File: src/verilog/ahpc_pkg.sv
`default_nettype none
package ahpc_pkg;
  // ----------------------------------------------------------------
  // Widths and codes
  // ----------------------------------------------------------------
  localparam int unsigned DATA_W       = 10;
  localparam int unsigned FIFO_DEPTH   = 4;
  localparam logic [9:0]  MID_CODE     = 10'h200;
  localparam logic [9:0]  CODE_MAX     = 10'h3FF;
  localparam logic [9:0]  CODE_MIN     = 10'h001;
  localparam logic [9:0]  CODE_ZERO    = 10'h000;
  // ----------------------------------------------------------------
  // Control register fields
  // ----------------------------------------------------------------
  localparam int unsigned CR0_CAL_HI   = 7;
  localparam int unsigned CR0_CAL_LO   = 6;
  localparam int unsigned CR0_APD_BIT  = 4;
  localparam int unsigned CR0_TRIG_BIT = 1;
  localparam int unsigned CR1_FMT_BIT  = 2;
  localparam int unsigned CR1_SPD_BIT  = 0;
  localparam logic [1:0]  CAL_NORMAL   = 2'h0;
  localparam logic [1:0]  CAL_SYSTEM   = 2'h1;
  localparam logic [1:0]  CAL_INTERNAL = 2'h2;
  localparam logic [1:0]  CAL_IDLE     = 2'h3;
  localparam logic [7:0]  CR_RESET     = 8'h00;
  // ----------------------------------------------------------------
  // Timing
  // ----------------------------------------------------------------
  localparam int unsigned CLK_PERIOD_NS = 50;
  localparam int unsigned SPD_ENTER_NS  = 200;
  localparam int unsigned SPD_WAKE_NS   = 1000;
  localparam int unsigned APD_WAKE_NS   = 700;
  localparam int unsigned SPD_ENTER_CYC = SPD_ENTER_NS / CLK_PERIOD_NS;
  localparam int unsigned SPD_WAKE_CYC  = (SPD_WAKE_NS + CLK_PERIOD_NS - 1) / CLK_PERIOD_NS;
  localparam int unsigned APD_WAKE_CYC  = (APD_WAKE_NS + CLK_PERIOD_NS - 1) / CLK_PERIOD_NS;
  localparam int unsigned CNT_W         = 5;
  // ----------------------------------------------------------------
  // Power states
  // ----------------------------------------------------------------
  typedef enum logic [3:0] {
    AHPC_PWR_ON   = 4'h1,
    AHPC_PWR_AUTO = 4'h2,
    AHPC_PWR_SOFT = 4'h4,
    AHPC_PWR_WAKE = 4'h8
  } ahpc_pwr_e;
endpackage
`default_nettype wire

File: src/verilog/ahpc_fifo.sv
`timescale 1ns/1ps
`default_nettype none
module ahpc_fifo #(
  parameter int unsigned WIDTH = 10,
  parameter int unsigned DEPTH = 4
) (
  // Clock and reset
  input  wire logic             ref_clk_in,
  input  wire logic             rstn_in,
  // Fill side
  input  wire logic             in_valid_in,
  output logic                  in_ready_out,
  input  wire logic [WIDTH-1:0] in_data_in,
  // Drain side
  output logic                  out_valid_out,
  input  wire logic             out_ready_in,
  output logic      [WIDTH-1:0] out_data_out
);
  localparam int unsigned AW = $clog2(DEPTH);
  logic [WIDTH-1:0] mem [DEPTH];
  logic [AW-1:0]    wr_ptr_r;
  logic [AW-1:0]    rd_ptr_r;
  logic [AW:0]      count_r;
  logic             push;
  logic             pop;

  assign in_ready_out  = (count_r != (AW+1)'(DEPTH));
  assign out_valid_out = (count_r != '0);
  assign push          = in_valid_in && in_ready_out;
  assign pop           = out_valid_out && out_ready_in;
  assign out_data_out  = mem[rd_ptr_r];

  always_ff @(posedge ref_clk_in) begin
    if (push) begin
      mem[wr_ptr_r] <= in_data_in;
    end
  end

  always_ff @(posedge ref_clk_in) begin
    if (!rstn_in) begin
      wr_ptr_r <= '0;
      rd_ptr_r <= '0;
      count_r  <= '0;
    end else begin
      if (push) begin
        wr_ptr_r <= (wr_ptr_r == AW'(DEPTH-1)) ? '0 : wr_ptr_r + 1'b1;
      end
      if (pop) begin
        rd_ptr_r <= (rd_ptr_r == AW'(DEPTH-1)) ? '0 : rd_ptr_r + 1'b1;
      end
      if (push && !pop) begin
        count_r <= count_r + 1'b1;
      end else if (pop && !push) begin
        count_r <= count_r - 1'b1;
      end
    end
  end
endmodule
`default_nettype wire

File: src/verilog/ahpc_ctrl.sv
`timescale 1ns/1ps
`default_nettype none
module ahpc_ctrl (
  // Clock and reset
  input  wire logic       ref_clk_in,
  input  wire logic       rstn_in,
  // Host strobes
  input  wire logic       cs_n_in,
  input  wire logic       rd_n_in,
  input  wire logic       wr_n_in,
  input  wire logic       conv_trigger_n_in,
  input  wire logic [9:0] data_in,
  // Host data bus and interrupt
  output logic      [9:0] data_out,
  output logic            data_oe_out,
  output logic            int_n_out,
  // Converter core
  input  wire logic       differential_in,
  input  wire logic [9:0] raw_code_in,
  input  wire logic       raw_valid_in,
  output logic            sample_start_out,
  output logic            short_to_mid_out,
  // Power and configuration status
  output logic            analog_on_out,
  output logic            ref_current_on_out,
  output logic            io_on_out,
  output logic            conv_ready_out,
  output logic      [7:0] control_reg_zero_out,
  output logic      [7:0] control_reg_one_out
);
  // ----------------------------------------------------------------
  // Strobe edges
  // ----------------------------------------------------------------
  logic cs_n_d_r;
  logic rd_n_d_r;
  logic wr_n_d_r;
  logic trig_n_d_r;
  logic int_n_d_r;
  logic rd_fall;
  logic rd_rise;
  logic cs_fall;
  logic cs_rise;
  logic wr_rise;
  logic trig_fall;
  logic int_fall;

  always_ff @(posedge ref_clk_in) begin
    if (!rstn_in) begin
      cs_n_d_r   <= 1'b1;
      rd_n_d_r   <= 1'b1;
      wr_n_d_r   <= 1'b1;
      trig_n_d_r <= 1'b1;
      int_n_d_r  <= 1'b1;
    end else begin
      cs_n_d_r   <= cs_n_in;
      rd_n_d_r   <= rd_n_in;
      wr_n_d_r   <= wr_n_in;
      trig_n_d_r <= conv_trigger_n_in;
      int_n_d_r  <= int_n_out;
    end
  end

  assign rd_fall   = rd_n_d_r && !rd_n_in && !cs_n_in;
  assign rd_rise   = !rd_n_d_r && rd_n_in;
  assign cs_fall   = cs_n_d_r && !cs_n_in;
  assign cs_rise   = !cs_n_d_r && cs_n_in;
  assign wr_rise   = !wr_n_d_r && wr_n_in && !cs_n_in;
  assign trig_fall = trig_n_d_r && !conv_trigger_n_in;
  assign int_fall  = int_n_d_r && !int_n_out;

  // ----------------------------------------------------------------
  // Control registers
  // ----------------------------------------------------------------
  // Bit 9 of the written word selects which register takes the low byte.
  logic [7:0] cr0_r;
  logic [7:0] cr1_r;
  logic [1:0] cal_field;
  logic       cal_mode;
  logic       apd_en;
  logic       trig_is_ext;

  always_ff @(posedge ref_clk_in) begin
    if (!rstn_in) begin
      cr0_r <= ahpc_pkg::CR_RESET;
      cr1_r <= ahpc_pkg::CR_RESET;
    end else if (wr_rise) begin
      if (data_in[9]) begin
        cr1_r <= data_in[7:0];
      end else begin
        cr0_r <= data_in[7:0];
      end
    end
  end

  assign cal_field   = cr0_r[ahpc_pkg::CR0_CAL_HI:ahpc_pkg::CR0_CAL_LO];
  assign cal_mode    = (cal_field == ahpc_pkg::CAL_INTERNAL) ||
                       (cal_field == ahpc_pkg::CAL_SYSTEM);
  assign apd_en      = cr0_r[ahpc_pkg::CR0_APD_BIT];
  assign trig_is_ext = cr0_r[ahpc_pkg::CR0_TRIG_BIT];
  assign control_reg_zero_out = cr0_r;
  assign control_reg_one_out  = cr1_r;
  assign short_to_mid_out     = (cal_field == ahpc_pkg::CAL_INTERNAL);

  // ----------------------------------------------------------------
  // Power sequencing
  // ----------------------------------------------------------------
  ahpc_pkg::ahpc_pwr_e pwr_r;
  logic [ahpc_pkg::CNT_W-1:0] pwr_cnt_r;
  logic                       spd_arm_r;
  logic                       spd_req;

  assign spd_req = cr1_r[ahpc_pkg::CR1_SPD_BIT];

  always_ff @(posedge ref_clk_in) begin
    if (!rstn_in) begin
      spd_arm_r <= 1'b0;
    end else if (!spd_req) begin
      spd_arm_r <= 1'b0;
    end else if (cs_rise) begin
      spd_arm_r <= 1'b1;
    end
  end

  always_ff @(posedge ref_clk_in) begin
    if (!rstn_in) begin
      pwr_r     <= ahpc_pkg::AHPC_PWR_ON;
      pwr_cnt_r <= '0;
    end else begin
      case (pwr_r)
        ahpc_pkg::AHPC_PWR_ON: begin
          if (spd_arm_r && cs_n_in) begin
            if (pwr_cnt_r == ahpc_pkg::CNT_W'(ahpc_pkg::SPD_ENTER_CYC - 1)) begin
              pwr_r     <= ahpc_pkg::AHPC_PWR_SOFT;
              pwr_cnt_r <= '0;
            end else begin
              pwr_cnt_r <= pwr_cnt_r + 1'b1;
            end
          end else if (apd_en && int_fall) begin
            pwr_r     <= ahpc_pkg::AHPC_PWR_AUTO;
            pwr_cnt_r <= '0;
          end else begin
            pwr_cnt_r <= '0;
          end
        end
        ahpc_pkg::AHPC_PWR_AUTO: begin
          if (spd_arm_r) begin
            pwr_r <= ahpc_pkg::AHPC_PWR_SOFT;
          end else if ((!trig_is_ext && cs_fall) || (trig_is_ext && trig_fall)) begin
            pwr_r     <= ahpc_pkg::AHPC_PWR_WAKE;
            pwr_cnt_r <= ahpc_pkg::CNT_W'(ahpc_pkg::APD_WAKE_CYC);
          end
        end
        ahpc_pkg::AHPC_PWR_SOFT: begin
          if (!spd_req) begin
            pwr_r     <= ahpc_pkg::AHPC_PWR_WAKE;
            pwr_cnt_r <= ahpc_pkg::CNT_W'(ahpc_pkg::SPD_WAKE_CYC);
          end
        end
        ahpc_pkg::AHPC_PWR_WAKE: begin
          if (pwr_cnt_r == ahpc_pkg::CNT_W'(1)) begin
            pwr_r     <= ahpc_pkg::AHPC_PWR_ON;
            pwr_cnt_r <= '0;
          end else begin
            pwr_cnt_r <= pwr_cnt_r - 1'b1;
          end
        end
        default: begin
          pwr_r     <= ahpc_pkg::AHPC_PWR_ON;
          pwr_cnt_r <= '0;
        end
      endcase
    end
  end

  // Analog comes up at the start of wake so its settling overlaps the delay.
  assign analog_on_out      = (pwr_r == ahpc_pkg::AHPC_PWR_ON) ||
                              (pwr_r == ahpc_pkg::AHPC_PWR_WAKE);
  assign ref_current_on_out = (pwr_r != ahpc_pkg::AHPC_PWR_SOFT);
  assign io_on_out          = 1'b1;
  assign conv_ready_out     = (pwr_r == ahpc_pkg::AHPC_PWR_ON);

  // ----------------------------------------------------------------
  // Conversion start and offset correction
  // ----------------------------------------------------------------
  logic       cal_pending_r;
  logic [9:0] offset_r;
  logic signed [11:0] corrected;
  logic [9:0] clamped;
  logic [9:0] formatted;
  logic       fifo_in_ready;

  // Samples are refused while powered down or while the FIFO is full.
  assign sample_start_out = conv_ready_out && fifo_in_ready &&
                            (trig_is_ext ? trig_fall : rd_fall);

  always_ff @(posedge ref_clk_in) begin
    if (!rstn_in) begin
      cal_pending_r <= 1'b0;
    end else if (!cal_mode) begin
      cal_pending_r <= 1'b0;
    end else if (rd_fall && conv_ready_out) begin
      cal_pending_r <= 1'b1;
    end else if (raw_valid_in) begin
      cal_pending_r <= 1'b0;
    end
  end

  always_ff @(posedge ref_clk_in) begin
    if (!rstn_in) begin
      offset_r <= ahpc_pkg::MID_CODE;
    end else if (cal_pending_r && raw_valid_in) begin
      offset_r <= raw_code_in;
    end
  end

  // Offset is held relative to mid-scale, so the correction is zero at 512.
  always_comb begin
    corrected = 12'(signed'({2'b00, raw_code_in})) -
                12'(signed'({2'b00, offset_r})) +
                12'(signed'({2'b00, ahpc_pkg::MID_CODE}));
    if (cal_mode) begin
      clamped = raw_code_in;
    end else if (corrected > 12'(signed'({2'b00, ahpc_pkg::CODE_MAX}))) begin
      clamped = ahpc_pkg::CODE_MAX;
    end else if (corrected < 12'(signed'({2'b00, ahpc_pkg::CODE_MIN}))) begin
      clamped = (offset_r > ahpc_pkg::MID_CODE) ? ahpc_pkg::CODE_MIN
                                                : ahpc_pkg::CODE_ZERO;
    end else begin
      clamped = corrected[9:0];
    end
    // Differential codes are offset-binary; inverting the top bit gives signed form.
    if (differential_in && cr1_r[ahpc_pkg::CR1_FMT_BIT]) begin
      formatted = {~clamped[9], clamped[8:0]};
    end else begin
      formatted = clamped;
    end
  end

  // ----------------------------------------------------------------
  // Result FIFO and host read
  // ----------------------------------------------------------------
  logic       fifo_out_valid;
  logic       fifo_pop;
  logic [9:0] fifo_data;
  logic [9:0] data_r;
  logic       oe_r;
  logic       int_n_r;

  ahpc_fifo #(
    .WIDTH (ahpc_pkg::DATA_W),
    .DEPTH (ahpc_pkg::FIFO_DEPTH)
  ) u_fifo (
    .ref_clk_in    (ref_clk_in),
    .rstn_in       (rstn_in),
    .in_valid_in   (raw_valid_in),
    .in_ready_out  (fifo_in_ready),
    .in_data_in    (formatted),
    .out_valid_out (fifo_out_valid),
    .out_ready_in  (fifo_pop),
    .out_data_out  (fifo_data)
  );

  assign fifo_pop = rd_rise && oe_r;

  always_ff @(posedge ref_clk_in) begin
    if (!rstn_in) begin
      data_r  <= '0;
      oe_r    <= 1'b0;
      int_n_r <= 1'b1;
    end else begin
      int_n_r <= !(fifo_out_valid && !fifo_pop);
      if (rd_rise) begin
        oe_r <= 1'b0;
      end else if (!rd_n_in && !cs_n_in && fifo_out_valid) begin
        oe_r   <= 1'b1;
        data_r <= fifo_data;
      end
    end
  end

  assign data_out    = data_r;
  assign data_oe_out = oe_r;
  assign int_n_out   = int_n_r;
endmodule
`default_nettype wire

File: config.mk
export PLATFORM = sky130hd
export DESIGN_NAME = ahpc_ctrl
export DESIGN_NICKNAME = d
export VERILOG_FILES = /design/src/verilog/ahpc_pkg.sv /design/src/verilog/ahpc_fifo.sv /design/src/verilog/ahpc_ctrl.sv
export SDC_FILE = /design/constraint.sdc
export NUM_CORES = 1
export LEC_CHECK = 0
export BUFFER_PORTS_ARGS = -buffer_cell sky130_fd_sc_hd__buf_2
export CORE_ASPECT_RATIO = 0.6
export CORE_MARGIN = 2
export CORE_UTILIZATION = 35
export CTS_CLUSTER_DIAMETER = 50
export DETAILED_ROUTE_END_ITERATION = 6
export GPL_TIMING_DRIVEN = 0
export REMOVE_ABC_BUFFERS = 1
export SETUP_SLACK_MARGIN = 0.02
export SLEW_MARGIN = 0
export SYNTH_ARGS = -nofsm -noshare
export SYNTH_HDL_FRONTEND = slang
export SYNTH_SLANG_ARGS = --single-unit
File: constraint.sdc
create_clock -name ref_clk_in -period 5.8 [get_ports ref_clk_in]
set_input_delay 0.87 -clock ref_clk_in [delete_from_list [all_inputs] [get_ports ref_clk_in]]
set_output_delay 0.87 -clock ref_clk_in [all_outputs]
set_load 0.02 [all_outputs]
==> results of run 1 <==
==> cell families after synthesis <==
family          synth area share [%]
buf+inv                         3.63
mux                             6.72
flops                           47.2
other cells                   0.0730
xor+xnor                        2.19
compound gates                  16.4
fa+ha+maj                       5.89
simple gates                    18.0
==> layout make-up <==
| cell class | count | area, µm² | share of cell area, % |
|---|---|---|---|
| clock inverters | 6 | 62.6 | 1.06 |
| inverters | 26 | 97.6 | 1.65 |
| repair buffers | 60 | 303 | 5.11 |
| flip-flops and latches | 101 | 2420 | 40.9 |
| clock buffers | 10 | 250 | 4.22 |
| well taps | 198 | 248 | 4.18 |
| multi-input cells | 350 | 2540 | 42.9 |
==> sequential cells by signal (all words and copies together) (netlist names), 2 cells and up <==
name                  flops
u_fifo.wr_ptr_r           2
u_fifo.mem               40
control_reg_zero_out      8
offset_r                 10
control_reg_one_out       8
data_out                 10
pwr_cnt_r                 5
pwr_r                     4
u_fifo.count_r            3
u_fifo.rd_ptr_r           2
==> synthesized netlist by cell type (all sizes together), types with 9 or more instances <==
library cell | instances | area, µm²
nand2 | 79 | 302
dfxtp | 61 | 1220
edfxtp | 40 | 1200
a21boi | 32 | 244
inv | 26 | 97.6
nor2 | 25 | 93.8
ha | 21 | 263
o21ai | 21 | 105
a21oi | 18 | 90.1
clkbuf | 17 | 63.8
nor2b | 17 | 106
mux2i | 12 | 120
and2 | 10 | 63.8
mux4 | 10 | 225
nand3 | 9 | 45.0
==> worst max-delay path by stage <==
stage / endpoint / slack (ns) / cells after the start
2_1_floorplan: u_fifo.mem[0][0] / 1.55 / 19
3_3_place_gp: u_fifo.mem[0][0] / 0.97 / 20
3_5_place_dp: u_fifo.mem[3][0] / 0.82 / 20
4_1_cts: u_fifo.mem[0][0] / 1.12 / 20
5_1_grt: u_fifo.mem[2][9] / 0.72 / 20
6_report: u_fifo.mem[0][0] / 1.07 / 20
==> power breakdown <==
part | internal [µW] | leakage, µW | switching, µW
Combinational | 164 | 0.00114 | 228
Clock | 329 | 0.000153 | 284
Sequential | 816 | 0.000855 | 42.1
==> critical path, cell delays in order <==
cell,delay (ns)
sky130_fd_sc_hd__buf_2,0.12
sky130_fd_sc_hd__inv_1,0.05
sky130_fd_sc_hd__ha_1,0.19
sky130_fd_sc_hd__fa_1,0.22
sky130_fd_sc_hd__and2b_1,0.20
sky130_fd_sc_hd__o2111ai_1,0.37
sky130_fd_sc_hd__nand2_2,0.13
sky130_fd_sc_hd__a21oi_1,0.17
sky130_fd_sc_hd__nor2_1,0.06
sky130_fd_sc_hd__o21ai_0,0.15
sky130_fd_sc_hd__nand2b_1,0.08
sky130_fd_sc_hd__a21oi_1,0.23
sky130_fd_sc_hd__ha_1,0.39
sky130_fd_sc_hd__nand2_1,0.09
sky130_fd_sc_hd__nor4_1,0.19
sky130_fd_sc_hd__nand3_1,0.17
sky130_fd_sc_hd__nor4_4,0.37
sky130_fd_sc_hd__a32oi_4,0.23
sky130_fd_sc_hd__a22o_2,0.28
sky130_fd_sc_hd__a31o_1,0.24
==> per-layer routing <==
metal	share of wire (%)	GRT usage (%)	vias to the layer above	wire length (µm)
met5	0	0	-	0
met3	5.3	4.21	5	596
li1	-	-	1881	-
met2	41	21.9	76	4660
met1	53	21.9	1734	6020
met4	0.59	2.91	0	67
==> stage by stage <==
| stage | util, % | instances | setup slack, ns | total power [µW] |
|---|---|---|---|---|
| after CTS | 41.1 | 751 | 1.12 | 1880 |
| after global routing | 41.1 | 751 | 0.724 | 1950 |
| after detailed placement | 38.9 | 735 | 0.819 | 1270 |
| after global placement | 38.8 | 734 | 0.969 | 1250 |
| final | 41.1 | 751 | 1.07 | 1860 |
| after floorplan | - | 477 | 1.55 | 1150 |
==> metrics.txt, run 1 <==
remaining design rule violation count 0; CP required 5.87 ns; commonest cells after routing, fill and taps aside sky130_fd_sc_hd__nand2_1 (77), sky130_fd_sc_hd__dfxtp_1 (61), sky130_fd_sc_hd__buf_2 (59); Final Skew 0.00753 ns; slew at the pin closest to its max-slew limit 1.22 ns; number of design-rule violations left by the first detailed-router iteration 233; Area growth, synth to finish 15.3%; count of buffers from port buffering 59; number of setup violations in the final report 0; Netlist cell types 71; number of iterations in the first detailed-routing pass 4; setup repair after global routing missed its margin no; leakage power of the design 0.00215 µW; Post-CTS Setup Bufs 0; VDD IR-drop max 150 µV; element type at the critical path end flop; mean instance size in the synthesized netlist 10.3 µm²; combined area of all synthesized cells 0.00514 mm²; minimum period implied by the final worst setup slack 4.73 ns; num ports 62; routed vias 3696; total of max-cap violations 0; endpoint of the most critical register-to-register path u_fifo.mem[0][0]; post-layout instance area 0.00592 mm²; post-route ant nets 0; Resize count post-CTS 0; Longest Clk Path Bufs 2; average wire per standard cell 15.1 µm; endpoint of the worst hold path control_reg_zero_out[2]; final-report max-slew violation count 0; slack of the worst reg-to-reg path 1.38 ns; number of buffers inserted for hold repair after clock tree synthesis 0; insertion delay of the later-clocked pin in the worst-skew pair 0.34 ns; Tot GR Track Use 14.9%; number of storage elements in the synthesis netlist 101; peak clock frequency supported by timing 211 MHz; number of global-route vias before repair 3570; pin count of the biggest net entering global routing 62; count of inserted antenna diode cells 0; total wire length after detailed routing 11.3 mm; status complete, no violations; number of nets in the finished design 599; worst hold-check slack 0.463 ns; global-route wire length before repair 18.3 mm; Worst setup SP type primary input; Crit. Startpoint raw_code_in[0]; number of failing hold endpoints at the final stage 0; maximum fanout encountered on the critical timing path 10; most common library cell in the layout ignoring fill and taps sky130_fd_sc_hd__nand2_1; final weighted congestion in routability-driven placement 0.837; cell depth of the worst flop-to-flop path 18; worst hold path stage count 2; clock tree root buffer cell sky130_fd_sc_hd__clkbuf_16; synthesized netlist cell count 498; crit path DAT 4.81 ns; R2R Path Start offset_r[0]; worst hold path class flop to flop; CTS buffer count 9; Worst-path clk slew 0.07 ns; CTS sink cnt 101; number of enable-type register cells in the synthesized netlist 40; total power per unit cell area 314 mW/mm²; total of warnings raised by yosys 0; die area 0.0157 mm²; main flop type after synthesis sky130_fd_sc_hd__dfxtp_1; count of filler cells inserted in the layout 1399; Placement Rows 34; share of post-route cells with drive strength above 1 20.3%; Chip Width 160 µm; beginning of the worst hold path control_reg_zero_out[2]; remaining max-slew budget at the tightest pin 18.2%; type of the setup path with the least slack primary input to flop; initial core utilization 35.6%; area of the core region 0.0144 mm²; CTS HTree Levels 3; register area share after synthesis 47.2%; TritonCTS clock tree built; Synth async-reset ratio 0%; placed wire-length estimate 8.43 mm; die height 97.8 µm; initial antenna violation count 0; final worst path period share 81.6%; grt ovf 0; drt via density 4.92; accumulated negative setup slack 0 ns; standard cell area after detailed placement 0.00561 mm²
(Power assumes the default switching activity.)
==> run 2: changes to the inputs <==
--- a/config.mk
+++ b/config.mk
@@ -5,6 +5,7 @@
 export SDC_FILE = /design/constraint.sdc
 export NUM_CORES = 1
 export LEC_CHECK = 0
+export ABC_AREA = 1
 export BUFFER_PORTS_ARGS = -buffer_cell sky130_fd_sc_hd__buf_2
 export CORE_ASPECT_RATIO = 0.6
 export CORE_MARGIN = 2
==> constraint.sdc (replaced) <==
create_clock -name ref_clk_in -period 4.6 [get_ports ref_clk_in]
set_input_delay 0.69 -clock ref_clk_in [delete_from_list [all_inputs] [get_ports ref_clk_in]]
set_output_delay 0.69 -clock ref_clk_in [all_outputs]
set_load 0.02 [all_outputs]
==> run 2 against run 1 <==
  * Hold slack got worse by 0.015 ns
  * Synthesized cell count increased by 24%
  * Count of clock-buffer cells in the layout unchanged
  * Sequential share of layout area increased by 0.39 points
  * Non-clock buffer count unchanged
  * Flip-flop and latch count unchanged
  * Power increased by 23%
  * Clock skew increased by 0.0035 ns
  * Critical endpoint is now u_fifo.mem[1][1]
  * Largest cell class is now flip-flops and latches
  * Highest routed layer unchanged
==> metrics.txt, run 2 <==
final-report max-slew violation count 0 (unchanged); maximum fanout encountered on the critical timing path 9 (was 10); die area 0.0155 mm² (was 0.0157 mm²); most common cell in the synthesized netlist sky130_fd_sc_hd__inv_1 (was sky130_fd_sc_hd__nand2_1); die height 97.3 µm (was 97.8 µm); worst hold path class flop to flop (unchanged); remaining max-slew budget at the tightest pin 30.9% (was 18.2%); post-route ant nets 0 (unchanged); fraction of met2 tracks used by global routing 23.3% (was 21.9%); list of most frequent post-synthesis cells sky130_fd_sc_hd__inv_1 (90), sky130_fd_sc_hd__nor2_1 (74), sky130_fd_sc_hd__o21ai_0 (71) (was sky130_fd_sc_hd__nand2_1 (77), sky130_fd_sc_hd__dfxtp_1 (61), sky130_fd_sc_hd__edfxtp_1 (40)); element type at the critical path end flop (unchanged); CTS buffer count 9 (unchanged); final weighted congestion in routability-driven placement 0.840 (was 0.837); initial antenna violation count 0 (unchanged); Worst setup SP type primary input (unchanged); routed vias 4253 (was 3696); GR met3 Demand/Resource 3.20% (was 4.21%); type of the setup path with the least slack primary input to flop (unchanged); number of global-route vias before repair 3955 (was 3570); Area growth, synth to finish 15.5% (was 15.3%); post-layout instance area 0.00587 mm² (was 0.00592 mm²); Longest Clk Path Bufs 2 (unchanged); synthesized netlist cell count 620 (was 498); number of standard cells in the final layout excluding fillers 875 (was 751); largest reg by FF count u_fifo.mem (unchanged); final worst path period share 84.8%; busiest layer in global routing met1 (unchanged); Yosys top cell area share 24.0% (was 23.8%); peak clock frequency supported by timing 256 MHz; crit path cell chain buf_2 > inv_1 > ha_1 > fa_1 > inv_1 > nand3_1 > nand2_1 > nand2_1 > nand2_1 > nand2_2 > nand2_1 > a21oi_1 > ha_1 > nand3_1 > a21oi_1 > nand3_1 > nor2_1 > nand2_2 > nor2_4 > nand3_2 > nand2_2 > nand3_1 > a21oi_1 (was buf_2 > inv_1 > ha_1 > fa_1 > and2b_1 > o2111ai_1 > nand2_2 > a21oi_1 > nor2_1 > o21ai_0 > nand2b_1 > a21oi_1 > ha_1 > nand2_1 > nor4_1 > nand3_1 > nor4_4 > a32oi_4 > a22o_2 > a31o_1); Cell Count Post-Placement 859 (was 735); Largest stage delay, worst path 0.47 ns (was 0.39 ns); number of failing hold endpoints at the final stage 0 (unchanged); Chip Width 160 µm (about the same); number of enable-type register cells in the synthesized netlist 40 (unchanged); Placement Rows 34 (unchanged); Total Power 2290 µW (was 1860 µW); drt via density 4.86 (was 4.92); CP required 4.66 ns (was 5.87 ns); minimum period implied by the final worst setup slack 3.90 ns; share of post-route cells with drive strength above 1 16.8% (was 20.3%); global-route wire length before repair 19.9 mm (was 18.3 mm); CTS HTree Levels 3 (unchanged); average wire per standard cell 13.8 µm (was 15.1 µm); most common library cell in the layout ignoring fill and taps sky130_fd_sc_hd__inv_1 (was sky130_fd_sc_hd__nand2_1); standard cell area after detailed placement 0.00557 mm² (was 0.00561 mm²); total power per unit cell area 390 mW/mm² (was 314 mW/mm²); commonest cells after routing, fill and taps aside sky130_fd_sc_hd__inv_1 (90), sky130_fd_sc_hd__nor2_1 (74), sky130_fd_sc_hd__o21ai_0 (71) (was sky130_fd_sc_hd__nand2_1 (77), sky130_fd_sc_hd__dfxtp_1 (61), sky130_fd_sc_hd__buf_2 (59)); Final Skew 0.0110 ns (was 0.00753 ns); final core utilization 40.9% (was 41.1%); setup repair after global routing missed its margin no (unchanged); crit path DAT 3.97 ns (was 4.81 ns); register area share after synthesis 47.7% (was 47.2%); initial core utilization 35.5% (was 35.6%); number of setup violations in the final report 0 (unchanged); Resize count post-CTS 0 (unchanged); number of nets in the finished design 723 (was 599); combined area of all synthesized cells 0.00508 mm² (was 0.00514 mm²); pin count of the biggest net entering global routing 53 (was 62); max FFs per register 40 (unchanged); number of iterations in the first detailed-routing pass 4 (unchanged); Netlist cell types 41 (was 71); insertion delay of the later-clocked pin in the worst-skew pair 0.34 ns (about the same); total wire length after detailed routing 12.1 mm (was 11.3 mm); status complete, no violations (unchanged); area of the core region 0.0143 mm² (was 0.0144 mm²); num ports 62 (unchanged); count of buffers from port buffering 59 (unchanged); number of design-rule violations left by the first detailed-router iteration 287 (was 233); number of buffers inserted for hold repair after clock tree synthesis 0 (unchanged); biggest area consumer among synthesized cells sky130_fd_sc_hd__dfxtp_1 (unchanged); accumulated negative setup slack 0 ns (unchanged); Slowest-stage cell, CP sky130_fd_sc_hd__a21oi_1 (was sky130_fd_sc_hd__ha_1); mean instance size in the synthesized netlist 8.20 µm² (was 10.3 µm²); main flop type after synthesis sky130_fd_sc_hd__dfxtp_1 (unchanged); CTS sink cnt 101 (unchanged); slew at the pin closest to its max-slew limit 1.03 ns (was 1.22 ns); met1 layer usage reported by global route 24.5% (was 21.9%); total of max-cap violations 0 (unchanged); Worst-path clk slew 0.07 ns (about the same); VDD IR-drop max 172 µV (was 150 µV); remaining design rule violation count 0 (unchanged); count of inserted antenna diode cells 0 (unchanged); Synth async-reset ratio 0% (unchanged); leakage power of the design 0.00251 µW (was 0.00215 µW); total of warnings raised by yosys 0 (unchanged); placed wire-length estimate 8.78 mm (was 8.43 mm); TritonCTS clock tree built (unchanged); Tot GR Track Use 16.1% (was 14.9%); clock tree root buffer cell sky130_fd_sc_hd__clkbuf_16 (unchanged); Post-CTS Setup Bufs 0 (unchanged); grt ovf 0 (unchanged); largest cells by area after synthesis sky130_fd_sc_hd__dfxtp_1 (24%), sky130_fd_sc_hd__edfxtp_1 (24%), sky130_fd_sc_hd__o21ai_0 (7.0%) (was sky130_fd_sc_hd__dfxtp_1 (24%), sky130_fd_sc_hd__edfxtp_1 (23%), sky130_fd_sc_hd__nand2_1 (5.6%)); number of storage elements in the synthesis netlist 101 (unchanged)
-- run 2: layer usage --
metal	vias up	wire length, µm
met5	-	0
met1	1982	6490
met2	100	4900
met3	6	632
li1	2165	-
met4	0	91
-- run 2: cell type report --
class / count / area [µm²]
multi-input cells: 404 / 2230
clock buffers: 10 / 239
clock inverters: 6 / 62.6
inverters: 96 / 360
repair buffers: 60 / 307
fillers: 1428 / 8470
well taps: 198 / 248
flip-flops and latches: 101 / 2420
-- run 2: cells by family (layout without fill, tap and decap cells) --
logic type,after synthesis,count (layout),share of synthesized area [%]
simple gates,221,221,20.2
buf+inv,115,172,8.57
fa+ha+maj,23,23,5.96
other cells,1,1,0.0738
xor+xnor,6,6,1.03
flops,101,101,47.7
compound gates,153,153,16.5
-- run 2: critical path, delay by kind of cell --
kind                       cells  cell delay, ns
adders and majority gates      3            0.95
and+or+nand+nor               14            1.37
AOI/OAI and AO/OA              3            0.65
buffers and inverters          3            0.27
-- run 2: final timing paths --
check                                             from                      to  slack [ns]  cells past startpoint
worst max-delay path                    raw_code_in[0]        u_fifo.mem[1][1]        0.70                     23
worst min register to register  control_reg_one_out[1]  control_reg_one_out[1]        0.45                      2
worst min-delay path            control_reg_one_out[1]  control_reg_one_out[1]        0.45                      2
worst max register to register             offset_r[0]        u_fifo.mem[1][1]        0.92                     21
-- run 2: per-stage QoR --
step                hold slack (ns)  setup WS (ns)
floorplan                     0.447           1.21
CTS                           0.450          0.778
global placement              0.430          0.483
finish                        0.448          0.698
global route                  0.462          0.513
detailed placement            0.436          0.426
-- run 2: power by group --
part	internal, µW	switching [µW]	total (µW)	leakage, µW
Sequential	1020	37.9	1060	0.000858
Clock	396	358	754	0.000142
Combinational	151	327	478	0.00151
Total	1570	723	2290	0.00251
